`config.mk`:
```
export PLATFORM = sky130hd
export DESIGN_NAME = asr_bank
export DESIGN_NICKNAME = d
export VERILOG_FILES = /design/src/design/asr_pkg.sv /design/src/design/asr_pin_sync.sv /design/src/design/asr_otp.sv /design/src/design/asr_bank.sv
export SDC_FILE = /design/constraint.sdc
export NUM_CORES = 1
export LEC_CHECK = 0
export BUFFER_PORTS_ARGS = -buffer_cell sky130_fd_sc_hd__buf_2
export CAP_MARGIN = 5
export CORE_ASPECT_RATIO = 1.4
export CORE_UTILIZATION = 30
export CTS_CLUSTER_DIAMETER = 30
export CTS_CLUSTER_SIZE = 30
export DETAILED_ROUTE_END_ITERATION = 6
export GPL_ROUTABILITY_DRIVEN = 1
export MAX_ROUTING_LAYER = met4
export SYNTH_ARGS = -nofsm -noshare
export SYNTH_HDL_FRONTEND = slang
export SYNTH_SLANG_ARGS = --single-unit
```
`constraint.sdc`:
```
create_clock -name i_clk -period 5.42 [get_ports i_clk]
set_clock_uncertainty 0.2 [all_clocks]
set_input_delay 1.084 -clock i_clk [delete_from_list [all_inputs] [get_ports i_clk]]
set_output_delay 1.084 -clock i_clk [all_outputs]
set_load 0.005 [all_outputs]
```
`src/design/asr_pkg.sv`:
```
// Shared constants for the angle sensor register bank.
// Assumes one 200 MHz core clock and a byte-wide register pointer.
package asr_pkg;
  // Slave addresses of the two dies
  localparam logic [6:0] ASR_DEV_BOT = 7'h40;
  localparam logic [6:0] ASR_DEV_TOP = 7'h41;
  // Register pointer values
  localparam logic [7:0] ASR_A_START_HI = 8'h01;
  localparam logic [7:0] ASR_A_START_LO = 8'h02;
  localparam logic [7:0] ASR_A_STOP_HI = 8'h03;
  localparam logic [7:0] ASR_A_STOP_LO = 8'h04;
  localparam logic [7:0] ASR_A_SETUP_HI = 8'h07;
  localparam logic [7:0] ASR_A_SETUP_LO = 8'h08;
  localparam logic [7:0] ASR_A_FLAGS = 8'h0b;
  localparam logic [7:0] ASR_A_RAW_HI = 8'h0c;
  localparam logic [7:0] ASR_A_RAW_LO = 8'h0d;
  localparam logic [7:0] ASR_A_ANG_HI = 8'h0e;
  localparam logic [7:0] ASR_A_ANG_LO = 8'h0f;
  localparam logic [7:0] ASR_A_GAIN = 8'h1a;
  localparam logic [7:0] ASR_A_MAG_HI = 8'h1b;
  localparam logic [7:0] ASR_A_MAG_LO = 8'h1c;
  localparam logic [7:0] ASR_A_CMD = 8'hff;
  // Command codes
  localparam logic [7:0] ASR_CMD_BURN_POS = 8'h80;
  localparam logic [7:0] ASR_CMD_BURN_SETUP = 8'h40;
  localparam logic [7:0] ASR_CMD_RELOAD = 8'h01;
  // Setup word field positions
  localparam int ASR_F_PWR = 0;
  localparam int ASR_F_DB = 2;
  localparam int ASR_F_STAGE = 4;
  localparam int ASR_F_RATE = 6;
  localparam int ASR_F_SLOW = 8;
  localparam int ASR_F_FTH = 10;
  localparam int ASR_F_IDLE = 13;
  // Flags register bit positions
  localparam int ASR_F_OVF = 6;
  localparam int ASR_F_MD = 5;
  // Reset values (unburned fuses read zero)
  localparam logic [13:0] ASR_SETUP_RST = 14'h0000;
  localparam logic [11:0] ASR_POS_RST = 12'h000;
  // Lifetime limit of position burns
  localparam logic [1:0] ASR_BURN_LIMIT = 2'h2;
  // Output stage code that enables pulse-width output
  localparam logic [1:0] ASR_STAGE_PWM = 2'h2;
  // Lowest pulse repetition rate in Hz
  localparam logic [9:0] ASR_RATE_BASE_HZ = 10'h073;
  // Slowest filter step factor
  localparam logic [4:0] ASR_SLOW_MAX = 5'h10;

  // Serial byte engine states, encoded in Gray order as listed
  typedef enum logic [2:0] {
    ASR_ST_IDLE = 3'b000,
    ASR_ST_ADDR = 3'b001,
    ASR_ST_AACK = 3'b011,
    ASR_ST_PTR = 3'b010,
    ASR_ST_WR = 3'b110,
    ASR_ST_WACK = 3'b111,
    ASR_ST_RD = 3'b101,
    ASR_ST_RACK = 3'b100
  } asr_state_t;
endpackage

```
`src/design/asr_pin_sync.sv`:
```
// Synchroniser and bus condition detector for the serial pins.
// Assumes clock and data arrive asynchronously to i_clk.
`timescale 1ns/1ps
module asr_pin_sync
  import asr_pkg::*;
(
  // Clock and reset
  input wire logic i_clk,
  input wire logic i_rst,
  // Raw pins
  input wire logic i_scl,
  input wire logic i_sda,
  // Conditions, one-cycle pulses
  output logic o_scl_rise,
  output logic o_scl_fall,
  output logic o_start,
  output logic o_stop,
  // Settled data level
  output logic o_sda
);
  logic [2:0] scl_r; // Two sync stages plus history
  logic [2:0] sda_r; // Same for data

  // Stage 0 feeds stage 1 only
  always_ff @(posedge i_clk or posedge i_rst) begin
    if (i_rst) begin
      scl_r <= 3'h7;
      sda_r <= 3'h7;
    end else begin
      scl_r <= {scl_r[1:0], i_scl};
      sda_r <= {sda_r[1:0], i_sda};
    end
  end

  // Edges are seen between stages 1 and 2
  assign o_scl_rise = scl_r[1] & ~scl_r[2];
  assign o_scl_fall = ~scl_r[1] & scl_r[2];
  // Data moving while clock is high marks a frame edge
  assign o_start = scl_r[1] & scl_r[2] & sda_r[2] & ~sda_r[1];
  assign o_stop = scl_r[1] & scl_r[2] & ~sda_r[2] & sda_r[1];
  assign o_sda = sda_r[1];
endmodule // asr_pin_sync

```
`src/design/asr_otp.sv`:
```
// One-time memory model: fuse bits only ever go from 0 to 1.
// Assumes power-up is the only reset and burns are single pulses.
`timescale 1ns/1ps
module asr_otp
  import asr_pkg::*;
(
  // Clock and reset
  input wire logic i_clk,
  input wire logic i_rst,
  // Burn requests, one-cycle pulses
  input wire logic i_burn_pos,
  input wire logic i_burn_setup,
  // Values to burn
  input wire logic [11:0] i_start,
  input wire logic [11:0] i_stop,
  input wire logic [13:0] i_setup,
  // Fuse contents
  output logic [11:0] o_start,
  output logic [11:0] o_stop,
  output logic [13:0] o_setup,
  output logic [1:0] o_pos_burns
);
  // Fuse words and lifetime burn counter
  always_ff @(posedge i_clk or posedge i_rst) begin
    if (i_rst) begin
      o_start <= ASR_POS_RST;
      o_stop <= ASR_POS_RST;
      o_setup <= ASR_SETUP_RST;
      o_pos_burns <= 2'h0;
    end else begin
      // A fuse that is blown stays blown, hence the OR
      if (i_burn_pos) begin
        o_start <= o_start | i_start;
        o_stop <= o_stop | i_stop;
        o_pos_burns <= o_pos_burns + 2'h1;
      end
      if (i_burn_setup) begin
        o_setup <= o_setup | i_setup;
      end
    end
  end
endmodule // asr_otp

```
`src/design/asr_bank.sv`:
```
// Register bank of one die of the angle sensor, behind a serial slave.
// Assumes sensor inputs are on i_clk; only the pins need syncing.
`timescale 1ns/1ps
module asr_bank
  import asr_pkg::*;
(
  // Clock and reset
  input wire logic i_clk,
  input wire logic i_rst,
  // Die position strap, high for the top die
  input wire logic i_top_die,
  // Serial pins, data is open drain
  input wire logic i_scl,
  input wire logic i_sda,
  output logic o_sda,
  output logic o_sda_oe_n,
  // Measurement inputs
  input wire logic [11:0] i_raw_angle,
  input wire logic i_raw_from_fast,
  input wire logic i_slow_filter_active,
  input wire logic [11:0] i_field_strength,
  input wire logic [7:0] i_gain_value,
  input wire logic [4:0] i_loop_flags,
  input wire logic i_magnet_detected,
  input wire logic i_conv_overflow,
  // Decoded setup and scaled angle
  output logic [1:0] o_power_select,
  output logic [2:0] o_low_power_level,
  output logic [1:0] o_output_deadband,
  output logic o_pwm_enable,
  output logic [9:0] o_pulse_rate_hz,
  output logic [4:0] o_slow_filter_factor,
  output logic [4:0] o_fast_filter_threshold,
  output logic o_auto_idle_timer,
  output logic [11:0] o_scaled_angle
);
  // Fast filter threshold table, zero meaning slow filter only
  function automatic logic [4:0] fth_lsb(input logic [2:0] code);
    case (code)
      3'h1: fth_lsb = 5'h06;
      3'h2: fth_lsb = 5'h07;
      3'h3: fth_lsb = 5'h09;
      3'h4: fth_lsb = 5'h12;
      3'h5: fth_lsb = 5'h15;
      3'h6: fth_lsb = 5'h18;
      3'h7: fth_lsb = 5'h0a;
      default: fth_lsb = 5'h00;
    endcase
  endfunction

  // Readable pointer values
  function automatic logic rd_ok(input logic [7:0] a);
    case (a)
      ASR_A_START_HI, ASR_A_START_LO, ASR_A_STOP_HI, ASR_A_STOP_LO,
      ASR_A_SETUP_HI, ASR_A_SETUP_LO, ASR_A_FLAGS, ASR_A_RAW_HI,
      ASR_A_RAW_LO, ASR_A_ANG_HI, ASR_A_ANG_LO, ASR_A_GAIN,
      ASR_A_MAG_HI, ASR_A_MAG_LO: rd_ok = 1'b1;
      default: rd_ok = 1'b0;
    endcase
  endfunction

  // Writable pointer values
  function automatic logic wr_ok(input logic [7:0] a);
    case (a)
      ASR_A_START_HI, ASR_A_START_LO, ASR_A_STOP_HI, ASR_A_STOP_LO,
      ASR_A_SETUP_HI, ASR_A_SETUP_LO, ASR_A_FLAGS, ASR_A_CMD: wr_ok = 1'b1;
      default: wr_ok = 1'b0;
    endcase
  endfunction

  // Pin conditions
  logic scl_rise, scl_fall, bus_start, bus_stop, sda_in;
  // Engine state
  asr_state_t st_r, st_nxt;
  logic [3:0] cnt_r; // Bits seen in this byte
  logic [7:0] rx_r; // Received byte shifter
  logic [7:0] tx_r; // Transmit byte shifter
  logic [7:0] ptr_r; // Register pointer
  logic rw_r; // Direction of the current frame
  logic drive_r; // Pull data low
  logic nack_r; // Master refused the last read byte
  // Bank contents
  logic [11:0] start_r, stop_r;
  logic [13:0] setup_r;
  logic ovf_r; // Sticky overflow
  logic load_r; // Pending fuse load
  // Fuse side
  logic [11:0] fuse_start, fuse_stop;
  logic [13:0] fuse_setup;
  logic [1:0] pos_burns;

  asr_pin_sync u_sync (
    .i_clk(i_clk),
    .i_rst(i_rst),
    .i_scl(i_scl),
    .i_sda(i_sda),
    .o_scl_rise(scl_rise),
    .o_scl_fall(scl_fall),
    .o_start(bus_start),
    .o_stop(bus_stop),
    .o_sda(sda_in)
  );

  // Byte boundary and decode
  wire byte_end = scl_fall & (cnt_r == 4'h8);
  wire [6:0] my_addr = i_top_die ? ASR_DEV_TOP : ASR_DEV_BOT;
  wire addr_hit = (rx_r[7:1] == my_addr);
  wire ptr_ack = rd_ok(rx_r) | wr_ok(rx_r);
  wire data_ack = wr_ok(ptr_r);
  wire wr_stb = (st_r == ASR_ST_WR) & byte_end & data_ack;
  // High-byte pointers of live values re-read without reload
  wire ptr_back = (ptr_r == ASR_A_RAW_LO) | (ptr_r == ASR_A_ANG_LO) |
                  (ptr_r == ASR_A_MAG_LO);
  wire [7:0] ptr_inc = ptr_back ? ptr_r - 8'h01 : ptr_r + 8'h01;

  // Command decode; anything else is dropped
  wire cmd_stb = wr_stb & (ptr_r == ASR_A_CMD);
  wire burn_pos = cmd_stb & (rx_r == ASR_CMD_BURN_POS) &
                  i_magnet_detected & (pos_burns < ASR_BURN_LIMIT);
  wire burn_setup = cmd_stb & (rx_r == ASR_CMD_BURN_SETUP);
  wire reload = cmd_stb & (rx_r == ASR_CMD_RELOAD);

  // Angle relative to start, one code per raw step
  wire [11:0] rel_angle = i_raw_angle - start_r;
  wire [11:0] span = stop_r - start_r;
  wire narrowed = (stop_r != start_r);
  wire [11:0] ang_val = (narrowed && rel_angle > span) ? span : rel_angle;

  // Read data mux, unmapped pointers read zero
  logic [7:0] rd_data;
  always_comb begin
    case (ptr_r)
      ASR_A_START_HI: rd_data = {4'h0, start_r[11:8]};
      ASR_A_START_LO: rd_data = start_r[7:0];
      ASR_A_STOP_HI: rd_data = {4'h0, stop_r[11:8]};
      ASR_A_STOP_LO: rd_data = stop_r[7:0];
      ASR_A_SETUP_HI: rd_data = {2'h0, setup_r[13:8]};
      ASR_A_SETUP_LO: rd_data = setup_r[7:0];
      ASR_A_FLAGS: rd_data = {1'b0, ovf_r, i_magnet_detected, i_loop_flags};
      ASR_A_RAW_HI: rd_data = {i_raw_from_fast, i_slow_filter_active, 2'h0,
                               i_raw_angle[11:8]};
      ASR_A_RAW_LO: rd_data = i_raw_angle[7:0];
      ASR_A_ANG_HI: rd_data = {4'h0, o_scaled_angle[11:8]};
      ASR_A_ANG_LO: rd_data = o_scaled_angle[7:0];
      ASR_A_GAIN: rd_data = i_gain_value;
      ASR_A_MAG_HI: rd_data = {4'h0, i_field_strength[11:8]};
      ASR_A_MAG_LO: rd_data = i_field_strength[7:0];
      default: rd_data = 8'h00;
    endcase
  end

  // Next state of the byte engine
  always_comb begin
    st_nxt = st_r;
    case (st_r)
      ASR_ST_IDLE: st_nxt = ASR_ST_IDLE;
      ASR_ST_ADDR: begin
        // Wrong address: stay off the bus until the next start
        if (byte_end) begin
          st_nxt = addr_hit ? ASR_ST_AACK : ASR_ST_IDLE;
        end
      end
      ASR_ST_AACK: begin
        if (scl_fall) begin
          st_nxt = rw_r ? ASR_ST_RD : ASR_ST_PTR;
        end
      end
      ASR_ST_PTR, ASR_ST_WR: begin
        if (byte_end) begin
          st_nxt = ASR_ST_WACK;
        end
      end
      ASR_ST_WACK: begin
        if (scl_fall) begin
          st_nxt = ASR_ST_WR;
        end
      end
      ASR_ST_RD: begin
        if (byte_end) begin
          st_nxt = ASR_ST_RACK;
        end
      end
      ASR_ST_RACK: begin
        if (scl_fall) begin
          st_nxt = nack_r ? ASR_ST_IDLE : ASR_ST_RD;
        end
      end
      default: st_nxt = ASR_ST_IDLE;
    endcase
    // Frame edges override everything
    if (bus_start) begin
      st_nxt = ASR_ST_ADDR;
    end else if (bus_stop) begin
      st_nxt = ASR_ST_IDLE;
    end
  end

  // State and bit counter
  always_ff @(posedge i_clk or posedge i_rst) begin
    if (i_rst) begin
      st_r <= ASR_ST_IDLE;
      cnt_r <= 4'h0;
    end else begin
      st_r <= st_nxt;
      if (st_nxt != st_r) begin
        cnt_r <= 4'h0;
      end else if (scl_rise) begin
        cnt_r <= cnt_r + 4'h1;
      end
    end
  end

  // Receive shifter, direction bit and read acknowledge
  always_ff @(posedge i_clk or posedge i_rst) begin
    if (i_rst) begin
      rx_r <= 8'h00;
      rw_r <= 1'b0;
      nack_r <= 1'b0;
    end else if (scl_rise) begin
      rx_r <= {rx_r[6:0], sda_in};
      if (st_r == ASR_ST_ADDR && cnt_r == 4'h7) begin
        rw_r <= sda_in;
      end
      if (st_r == ASR_ST_RACK) begin
        nack_r <= sda_in;
      end else if (st_r == ASR_ST_AACK) begin
        nack_r <= 1'b0; // New read frame: forget the last refusal
      end
    end
  end

  // Pointer: loaded by the pointer byte, advanced after each data byte
  always_ff @(posedge i_clk or posedge i_rst) begin
    if (i_rst) begin
      ptr_r <= 8'h00;
    end else if (st_r == ASR_ST_PTR && byte_end) begin
      ptr_r <= rx_r;
    end else if ((st_r == ASR_ST_WR || st_r == ASR_ST_RD) && byte_end) begin
      ptr_r <= ptr_inc;
    end
  end

  // Data line drive and transmit shifter, changed on clock falling edges; start and stop also release the drive
  always_ff @(posedge i_clk or posedge i_rst) begin
    if (i_rst) begin
      drive_r <= 1'b0;
      tx_r <= 8'h00;
    end else if (bus_start || bus_stop) begin
      drive_r <= 1'b0;
    end else if (scl_fall) begin
      case (st_r)
        ASR_ST_ADDR: drive_r <= byte_end & addr_hit;
        ASR_ST_PTR: drive_r <= byte_end & ptr_ack;
        ASR_ST_WR: drive_r <= byte_end & data_ack; // Bad pointer: no ack
        ASR_ST_AACK, ASR_ST_RACK: begin
          // Load next read byte; drive its first bit unless the master refused
          tx_r <= rd_data;
          drive_r <= (rw_r & ~nack_r) & ~rd_data[7];
        end
        ASR_ST_RD: begin
          tx_r <= {tx_r[6:0], 1'b0};
          drive_r <= ~byte_end & ~tx_r[6];
        end
        default: drive_r <= 1'b0;
      endcase
    end
  end

  // Position and setup registers, loaded from fuses after power-up
  always_ff @(posedge i_clk or posedge i_rst) begin
    if (i_rst) begin
      start_r <= ASR_POS_RST;
      stop_r <= ASR_POS_RST;
      setup_r <= ASR_SETUP_RST;
      load_r <= 1'b1;
    end else if (load_r || reload) begin
      start_r <= fuse_start;
      stop_r <= fuse_stop;
      setup_r <= fuse_setup;
      load_r <= 1'b0;
    end else if (wr_stb) begin
      case (ptr_r)
        ASR_A_START_HI: start_r[11:8] <= rx_r[3:0];
        ASR_A_START_LO: start_r[7:0] <= rx_r;
        ASR_A_STOP_HI: stop_r[11:8] <= rx_r[3:0];
        ASR_A_STOP_LO: stop_r[7:0] <= rx_r;
        ASR_A_SETUP_HI: setup_r[13:8] <= rx_r[5:0];
        ASR_A_SETUP_LO: setup_r[7:0] <= rx_r;
        default: start_r <= start_r;
      endcase
    end
  end

  // Sticky overflow: a new overflow wins over a clearing write
  wire ovf_clr = wr_stb & (ptr_r == ASR_A_FLAGS) & (rx_r == 8'h00);
  always_ff @(posedge i_clk or posedge i_rst) begin
    if (i_rst) begin
      ovf_r <= 1'b0;
    end else if (i_conv_overflow) begin
      ovf_r <= 1'b1;
    end else if (ovf_clr) begin
      ovf_r <= 1'b0;
    end
  end

  asr_otp u_otp (
    .i_clk(i_clk),
    .i_rst(i_rst),
    .i_burn_pos(burn_pos),
    .i_burn_setup(burn_setup),
    .i_start(start_r),
    .i_stop(stop_r),
    .i_setup(setup_r),
    .o_start(fuse_start),
    .o_stop(fuse_stop),
    .o_setup(fuse_setup),
    .o_pos_burns(pos_burns)
  );

  // Field slices of the setup word
  wire [1:0] pwr = setup_r[ASR_F_PWR +: 2];
  wire [1:0] stage = setup_r[ASR_F_STAGE +: 2];
  wire [1:0] rate = setup_r[ASR_F_RATE +: 2];
  wire [1:0] slow = setup_r[ASR_F_SLOW +: 2];
  wire [2:0] fast_filter_threshold = setup_r[ASR_F_FTH +: 3];

  // Registered decoded outputs and scaled angle, one cycle behind the setup word or ang_val
  always_ff @(posedge i_clk or posedge i_rst) begin
    if (i_rst) begin
      o_power_select <= 2'h0;
      o_low_power_level <= 3'h0;
      o_output_deadband <= 2'h0;
      o_pwm_enable <= 1'b0;
      o_pulse_rate_hz <= ASR_RATE_BASE_HZ;
      o_slow_filter_factor <= ASR_SLOW_MAX;
      o_fast_filter_threshold <= 5'h00;
      o_auto_idle_timer <= 1'b0;
      o_scaled_angle <= 12'h000;
    end else begin
      o_power_select <= pwr;
      o_low_power_level <= {pwr == 2'h3, pwr == 2'h2, pwr == 2'h1};
      o_output_deadband <= setup_r[ASR_F_DB +: 2];
      o_pwm_enable <= (stage == ASR_STAGE_PWM);
      o_pulse_rate_hz <= ASR_RATE_BASE_HZ << rate;
      o_slow_filter_factor <= ASR_SLOW_MAX >> slow;
      o_fast_filter_threshold <= fth_lsb(fast_filter_threshold);
      o_auto_idle_timer <= setup_r[ASR_F_IDLE];
      o_scaled_angle <= ang_val;
    end
  end

  // Open drain: output level is always low, enable is active low
  assign o_sda = 1'b0;
  always_ff @(posedge i_clk or posedge i_rst) begin
    if (i_rst) begin
      o_sda_oe_n <= 1'b1;
    end else begin
      o_sda_oe_n <= ~drive_r;
    end
  end
endmodule // asr_bank

```
# Word level (Yosys, flattened, before mapping)
# Memories as Yosys holds them, arrays and structs flattened.
# Cells that the tools add are included.
# op_classes
add_sub_neg	6
order_cmp	2
n_eq_ne	48
shift	2
mux	44
n_bitwise	40
reduce_logical	36
# op_table
operator	count
$pmux W8 S14	1
$eq A8 B4 Y1 const B	8
$mux W12	5
$mux W8	6
$pmux W5 S7	1
$eq A8 B2 Y1 const B	4
$eq A8 B3 Y1 const B	4
$mux W3	10
$mux W14	2
$reduce_bool A2 Y1	13
$and A1 B1 Y1	24
$eq A3 B3 Y1 const B	8
$eq A8 B5 Y1 const B	3
$eq A8 B8 Y1 const B	3
$or A12 B12 Y12	2
$sub A12 B12 Y12	2
$pmux W3 S7	1
$eq A8 B1 Y1 const B	2
$mux W4	4
$reduce_and A2 Y1	8
$reduce_or A8 Y1	2
$or A14 B14 Y14	1
$pmux W7 S2	1
$eq A3 B2 Y1 const B	4
29 further kinds	59
# word_totals
reg_bits	161
rom_bits	32
out_inout_bits	43
word_cells	211
n_memories	1
# memory_table
memory	words	word_bits	rd	rd_ports_with_merged_regs	write_ports	line	text
(name not given)	32	1	1	0	0	asr_bank.sv:53	case (a)

# Longest topological paths before layout
# Gate-level depths: netlist (run 1).
# logic_depth
word_depth	10
ltp_mapped	19
ltp_nobuf	18

# Hierarchy
# Synthesis (run 1) repeated with hierarchy kept, for this count alone.
# unflattened
cells_unflattened	944
hier_area_um2	9136.3
# modules_own_cells
mod	n_inst	cells_each	area_per_inst_um2
asr_bank	1	847	7577.3
asr_otp	1	86	1365.1
asr_pin_sync	1	11	193.9

# Least setup slack after synthesis (run 1)
# No wires, ideal clock.
# synth_timing
path_type	input to register
from	input i_raw_angle[0]
to	register o_scaled_angle[4]
setup_time_ns	0.125
arrival_ns	4.212
setup_slack_ns	0.883
cell_stages	18
path_buffers	1
cell_sequence	inv_1 -> ha_1 -> inv_1 -> fa_1 -> a21oi_1 -> o21ai_0 -> o211a_1 -> o21ai_0 -> nand2b_1 -> xnor2_1 -> inv_1 -> ha_1 -> nand4_1 -> nor2_1 -> a21oi_1 -> a21oi_1 -> clkbuf_1 -> mux2_2
# synth_between
elab_chain_cells	4
# synth_rtl
element	line	text
start: declaration	asr_bank.sv:18	input wire logic [11:0] i_raw_angle,
$sub A12 B12 Y12 (*)	asr_bank.sv:124	wire [11:0] rel_angle = i_raw_angle - start_r;
$gt A12 B12 Y1	asr_bank.sv:127	wire [11:0] ang_val = (narrowed && rel_angle > span) ? span : rel_angle;
$logic_and A1 B1 Y1	asr_bank.sv:127	
$mux W12 (*)	asr_bank.sv:127	
named net ang_val[4]	asr_bank.sv:127	
end signal: assignment	asr_bank.sv:348	o_scaled_angle <= ang_val;
end: declaration	asr_bank.sv:35	output logic [11:0] o_scaled_angle
# Mark *: on every way through the listed nets, which the timed path passes. The rest lies on a longest branch.
# A chain may end at the register's enable or synchronous reset.

# Worst setup path in the final report (run 1)
# layout_timing
from	input i_raw_angle[0]
to	register o_scaled_angle[7]
# The elaborated chain is that of the path after synthesis.

==> results of run 1 <==
[final timing paths]
| path | depth (start not counted) | end | from |
|---|---|---|---|
| worst max-delay path | 19 | o_scaled_angle[7] | i_raw_angle[0] |
| worst min-delay path | 0 | u_sync.sda_r[1] | u_sync.sda_r[0] |
| worst max register to register | 15 | o_scaled_angle[7] | start_r[1] |
| worst min register to register | 0 | u_sync.sda_r[1] | u_sync.sda_r[0] |
| max in group asynchronous | 3 | drive_r | i_rst |
| min in group asynchronous | 3 | o_pulse_rate_hz[7] | i_rst |
[power breakdown]
part           internal (mW)  total (mW)  switching (mW)
logic                  0.324       0.707           0.383
clock network          0.654        1.19           0.538
registers               1.31        1.50           0.189
[final cells by class]
class / count / share of cell area [%]
Clock buffer: 19 / 4.25
Clock inverter: 13 / 1.25
Inverter: 48 / 1.77
Multi-Input combinational cell: 687 / 45.1
Sequential cell: 158 / 38.1
Tap cell: 385 / 4.63
Timing Repair Buffer: 94 / 4.83
[state kept, by name, summed over array words and instances, names as in the netlist, 8 cells and up]
signal and count:
setup_r 14, rx_r 8, u_otp.o_stop 12, u_otp.o_start 12, u_otp.o_setup 14, ptr_r 8, o_pulse_rate_hz 8, start_r 12
stop_r 12, o_scaled_angle 12
[cell families after synthesis]
logic type	synth area share, %
AOI/OAI and AO/OA	19.9
adders and majority gates	7.20
xor gates and xnor gates	2.70
and+or+nand+nor	15.2
DFF	43.7
muxes	6.52
buffers and inverters	4.70
other	0.0413
[stage by stage]
step           worst slack, ns  util (%)
3_3_place_gp             0.740      33.0
4_1_cts                   1.19      34.9
6_report                  1.18      34.9
3_5_place_dp             0.725      33.0
5_1_grt                  0.775      34.9
2_1_floorplan            0.883         -
[per-layer routing]
| layer | wire length (um) | global-route usage (%) | vias to the layer above |
|---|---|---|---|
| li1 | - | - | 3476 |
| met1 | 10800 | 21.1 | 3654 |
| met2 | 14100 | 31.3 | 197 |
| met3 | 1110 | 3.30 | 79 |
| met4 | 1620 | 12.2 | 0 |
| met5 | 0 | - | - |
[cells in the final DEF, fill, tap and decap left out, drive strengths merged, types with 5 or more instances in the layout]
cell and count:
ha 49, a21o 44, nand2b 11, dfstp 13, mux2i 49, a22oi 15
a21oi 85, nand4 11, clkinv 5, a211oi 7, clkbuf 19, o21a 5
nor2b 13, and2 6, mux2 9, a22o 14, nand2 78, inv 52
a221oi 6, xor2 10, a32oi 5, a31oi 6, or3 5, o21ai 58
buf 94, nor3 17, nor2 84, dfrtp 145, and3 6, nand3 16
xnor2 18
[worst reg2reg max path: stages, from the launching register on]
cell	delay (ns)
dfrtp_1	0.40
inv_1	0.29
ha_1	0.32
nor2b_1	0.15
o31a_1	0.26
o21ai_0	0.31
a21oi_1	0.16
o41ai_1	0.42
xnor2_1	0.15
ha_1	0.32
nand4_1	0.09
nor2_1	0.14
a21oi_1	0.08
a21oi_1	0.18
buf_4	0.22
mux2_2	0.35
==> flow_summary.ini, run 1 <==
[synthesis]
yosysTopAreaCellShare_pct = 40.0
yosysTopAreaCell = dfrtp_1
synth-seq-area-share_pct = 43.7
synth-async-reset-ratio_pct = 100
yosysMostFrequentCell = dfrtp_1
ys_ff_latch = 158
synth_common_cells = 145 x dfrtp_1, 80 x a21oi_1, 78 x nand2_1, 78 x nor2_1, 55 x o21ai_0
syn_inst = 947
syn_area_per_cell_um2 = 9.58
synth_top_flop_cell = dfrtp_1
synth.cell_area_um2 = 9080
synth_edf_count = 0
ys_types = 70
yosys_warnings = 0
ys_top_cells_by_area = dfrtp_1 40%, ha_1 6.8%, mux2i_1 5.4%, a21oi_1 4.4%, dfstp_2 3.8%

[worst_setup_path]
cp_cell_sequence = buf_2 -> inv_1 -> ha_1 -> inv_1 -> fa_1 -> a21oi_1 -> o21ai_0 -> o211a_1 -> o21ai_0 -> nand2b_1 -> xnor2_1 -> inv_1 -> ha_1 -> nand4_1 -> nor2_1 -> a21oi_1 -> a21oi_1 -> buf_4 -> mux2_2
crit_type = input pin to flop
rrSetupSlack_ns = 1.28
critPathBufInv = 5
start_kind = input pin
critPathTopFamily = compound AO/OA/AOI/OAI gates
cp_slowest_stage_delay_ns = 0.40
crit_slowest_cell = fa_1
crit_path_max_fanout = 7
cp_data_arrival_time_ns = 4.36
required_ns = 5.55
end_kind = flop

[global_routing]
antenna_found_initial = 0
first_global_vias = 7459
grt_pass1_wl_mm = 43.2
grt_max_degree = 159
grt_usage_pct = 19.0
overflow = 0

[clock_tree]
cts.reportedPaths.clkPinSlew_ns = 0.06
cts_resized = 0
cts-buffers-inserted = 17
htreeDepth = 4
post-cts-setup-buffers = 0
clock_path_buffers = 2
cts_tree = done
cts_hold_buffers = 0
ctsRootBufferMaster = clkbuf_16
cts_sinks = 158
clk_latency_ns = 0.45

[job]
maxCapViolCount = 0

[place]
hpwl_mm = 20.1
port_buffers = 86
place.gp.congestion = 0.905
placed_cells = 1372
placed_area_um2 = 9840

[routing]
drt_pass1_iterations = 4
routed_via_density = 5.27
wire_per_inst_um = 19.7
vias = 7406
drc = 0
first_iter_violations = 513
antenna_left = 0
wl_mm = 27.6

[die]
num_rows = 75
die_y_um = 208
core_area_um2 = 29800
dieArea_um2 = 31000
ios = 89
initial_core_util_pct = 30.4
die_w_um = 149

[timing]
final.period_utilization_pct = 78.1
period_needed_ns = 4.24
hold_slack_ns = 0.155
finalSetupViolCount = 0
tns_ns = 0
worst_slew_pin_slew_ns = 0.924
final_max_slew_viol_count = 0
rsz0062_at_grt = false
hold_viol = 0
fmax_mhz = 236
slew_headroom_pct = 38.4

[final_layout]
final_nets = 1103
fill_cells = 3056
multiInputGateArea_um2 = 4700
drive_gt1_share_pct = 16.5
syn_to_final_growth_pct = 14.7
finalNonFillerCells = 1404
register_area_um2 = 3970
stdcell_area_um2 = 10400
n_antenna_cell = 0

[worst_hold_path]
hold_class = flop to flop

[outcome]
outcome = complete, no violations

[power]
leakagePower_nw = 4.89
power.total_mw = 3.40
p_per_area_nw_per_um2 = 327
irDropWorstVdd_mv = 0.202
Note: power is estimated with default switching activity, not from simulation.
==> run 2: changes to the inputs <==
Clock period 5.42 ns to 4.1 ns, I/O delays scaled along.
==> run 2 against run 1 <==
Final area rose by 4.5%; global-route usage rose by 0.45 points; clock power rose by 39%; sequential share of layout area fell by 1.6 points.
==> flow_summary.ini, run 2 (same netlist as run 1, synthesis figures left out) <==
[outcome]
outcome = complete, no violations

[final_layout]
layout_common_cells = 144 x dfrtp_1, 86 x buf_2, 79 x a21oi_1, 78 x nand2_1, 77 x nor2_1
syn_to_final_growth_pct = 19.9
final_nets = 1155
fill_cells = 3032
drive_gt1_share_pct = 20.9
reg_top3 = setup_r (14), u_otp.o_setup (14)
n_antenna_cell = 0
final_common_cell = dfrtp_1
fin_util_pct = 36.5

[global_routing]
grt_pass1_wl_mm = 43.8
first_global_vias = 7613
overflow = 0
antenna_found_initial = 0
grt_usage_pct = 19.5
grt_max_degree = 80

[clock_tree]
cts_sinks = 158
clk_latency_ns = 0.45
cts.reportedPaths.clkPinSlew_ns = 0.07
htreeDepth = 4
ctsRootBufferMaster = clkbuf_16
cts-buffers-inserted = 17
clock_path_buffers = 2
cts_tree = done

[worst_setup_path]
end_kind = flop
cp_data_arrival_time_ns = 4.00
crit_path_max_fanout = 7
critPathBufInv = 5
cpMostUsedCell = inv_1
critPathTopFamily = compound AO/OA/AOI/OAI gates
crit_type = flop to flop
crit_slowest_cell = dfrtp_1
start_kind = flop
cp_cell_sequence = inv_1 -> ha_1 -> inv_1 -> fa_1 -> a211oi_1 -> o21a_1 -> inv_1 -> a21oi_1 -> xor2_1 -> ha_1 -> a211o_1 -> o211ai_1 -> a21oi_1 -> o21ai_1 -> a21oi_4 -> buf_12 -> buf_4 -> mux2i_1
required_ns = 4.21
cp_slowest_stage_delay_ns = 0.41

[timing]
worst_slew_pin_slew_ns = 0.864
slew_headroom_pct = 42.0
period_needed_ns = 3.89
hold_slack_ns = 0.156
hold_viol = 0
final.period_utilization_pct = 94.9
fmax_mhz = 257
finalSetupViolCount = 0
final_max_slew_viol_count = 0

[routing]
antenna_left = 0
routed-wl-met3_mm = 1.16
wl_mm = 28.1
wire_per_inst_um = 19.3
routed_via_density = 5.26
drt_pass1_iterations = 5
drc = 0
wl_met1_mm = 10.8
vias = 7665
first_iter_violations = 513
highest_layer = met4
wl_met2_mm = 14.5

[place]
hpwl_mm = 20.9
port_buffers = 86
place.gp.congestion = 0.928

[power]
p_per_area_nw_per_um2 = 433
leakagePower_nw = 5.17
irDropWorstVdd_mv = 0.214
power.total_mw = 4.71

[die]
dieArea_um2 = 31000
die_w_um = 149
num_rows = 75
die_y_um = 208
ios = 89
core_area_um2 = 29800
initial_core_util_pct = 30.4

[worst_hold_path]
hold_class = flop to flop

[job]
maxCapViolCount = 0
[run 2: cell types whose count changed in the layout (fill, tap and decap cells not counted), moves of 2 or more]
cell and delta:
inv_6 +3, buf_12 +2, o21ai_0 -2, clkinv_4 -2
buf_4 +50, o21ai_1 +2
[run 2: layout make-up]
| type | instances | area (um2) | share of cell area (%) |
|---|---|---|---|
| Multi-Input combinational cell | 687 | 4710 | 43.3 |
| Clock inverter | 14 | 173 | 1.59 |
| Tap cell | 385 | 482 | 4.43 |
| Sequential cell | 158 | 3970 | 36.5 |
| Timing Repair Buffer | 146 | 918 | 8.44 |
| Inverter | 48 | 184 | 1.69 |
| Clock buffer | 18 | 439 | 4.04 |
[run 2: metal layers]
layer,vias to the layer above,track usage (%)
met5,-,-
met4,0,11.5
met3,81,3.16
met2,241,33.0
met1,3743,21.3
li1,3600,-
[run 2: worst paths after layout]
kind	startpoint	to	slack, ns	cells after the start
min in group asynchronous	i_rst	setup_r[6]	0.19	2
worst min-delay path	u_sync.sda_r[0]	u_sync.sda_r[1]	0.16	0
worst min register to register	u_sync.sda_r[0]	u_sync.sda_r[1]	0.16	0
worst max-delay path	stop_r[0]	o_scaled_angle[6]	0.21	18
worst max register to register	stop_r[0]	o_scaled_angle[6]	0.21	18
max in group asynchronous	i_rst	u_sync.scl_r[1]	2.69	3
[run 2: worst reg2reg max path: stages (launching register included)]
cell      delay (ns)
dfrtp_1         0.41
inv_1           0.08
ha_1            0.16
inv_1           0.05
fa_1            0.40
a211oi_1        0.23
o21a_1          0.18
inv_1           0.04
a21oi_1         0.16
xor2_1          0.33
ha_1            0.32
a211o_1         0.27
o211ai_1        0.09
a21oi_1         0.08
o21ai_1         0.22
a21oi_4         0.11
buf_12          0.17
buf_4           0.14
mux2i_1         0.11
[run 2: timing repair]
item	in CTS	in global routing
pin swaps	0	1
gates resized for setup	1	5
buffers inserted	0	1
setup endpoints to repair	12	12
hold buffers	0	0
[run 2: power by group]
group          switching (mW)  internal, mW  leakage (nW)  total, mW
sequential              0.236          1.73          2.02       1.97
combinational           0.548         0.530          2.85       1.08
clock                   0.724         0.937         0.299       1.66
total                    1.51          3.20          5.17       4.71
[run 2: through the flow]
stage,setup slack [ns],area (um2),setup TNS (ns),std cells
global placement,-0.462,10200,-5.40,1423
floorplan,0.0363,9090,0,949
detailed placement,-0.517,10200,-5.63,1423
global route,-0.00529,10900,-0.0111,1456
CTS,0.0687,10800,0,1455
finish,0.210,10900,0,1456
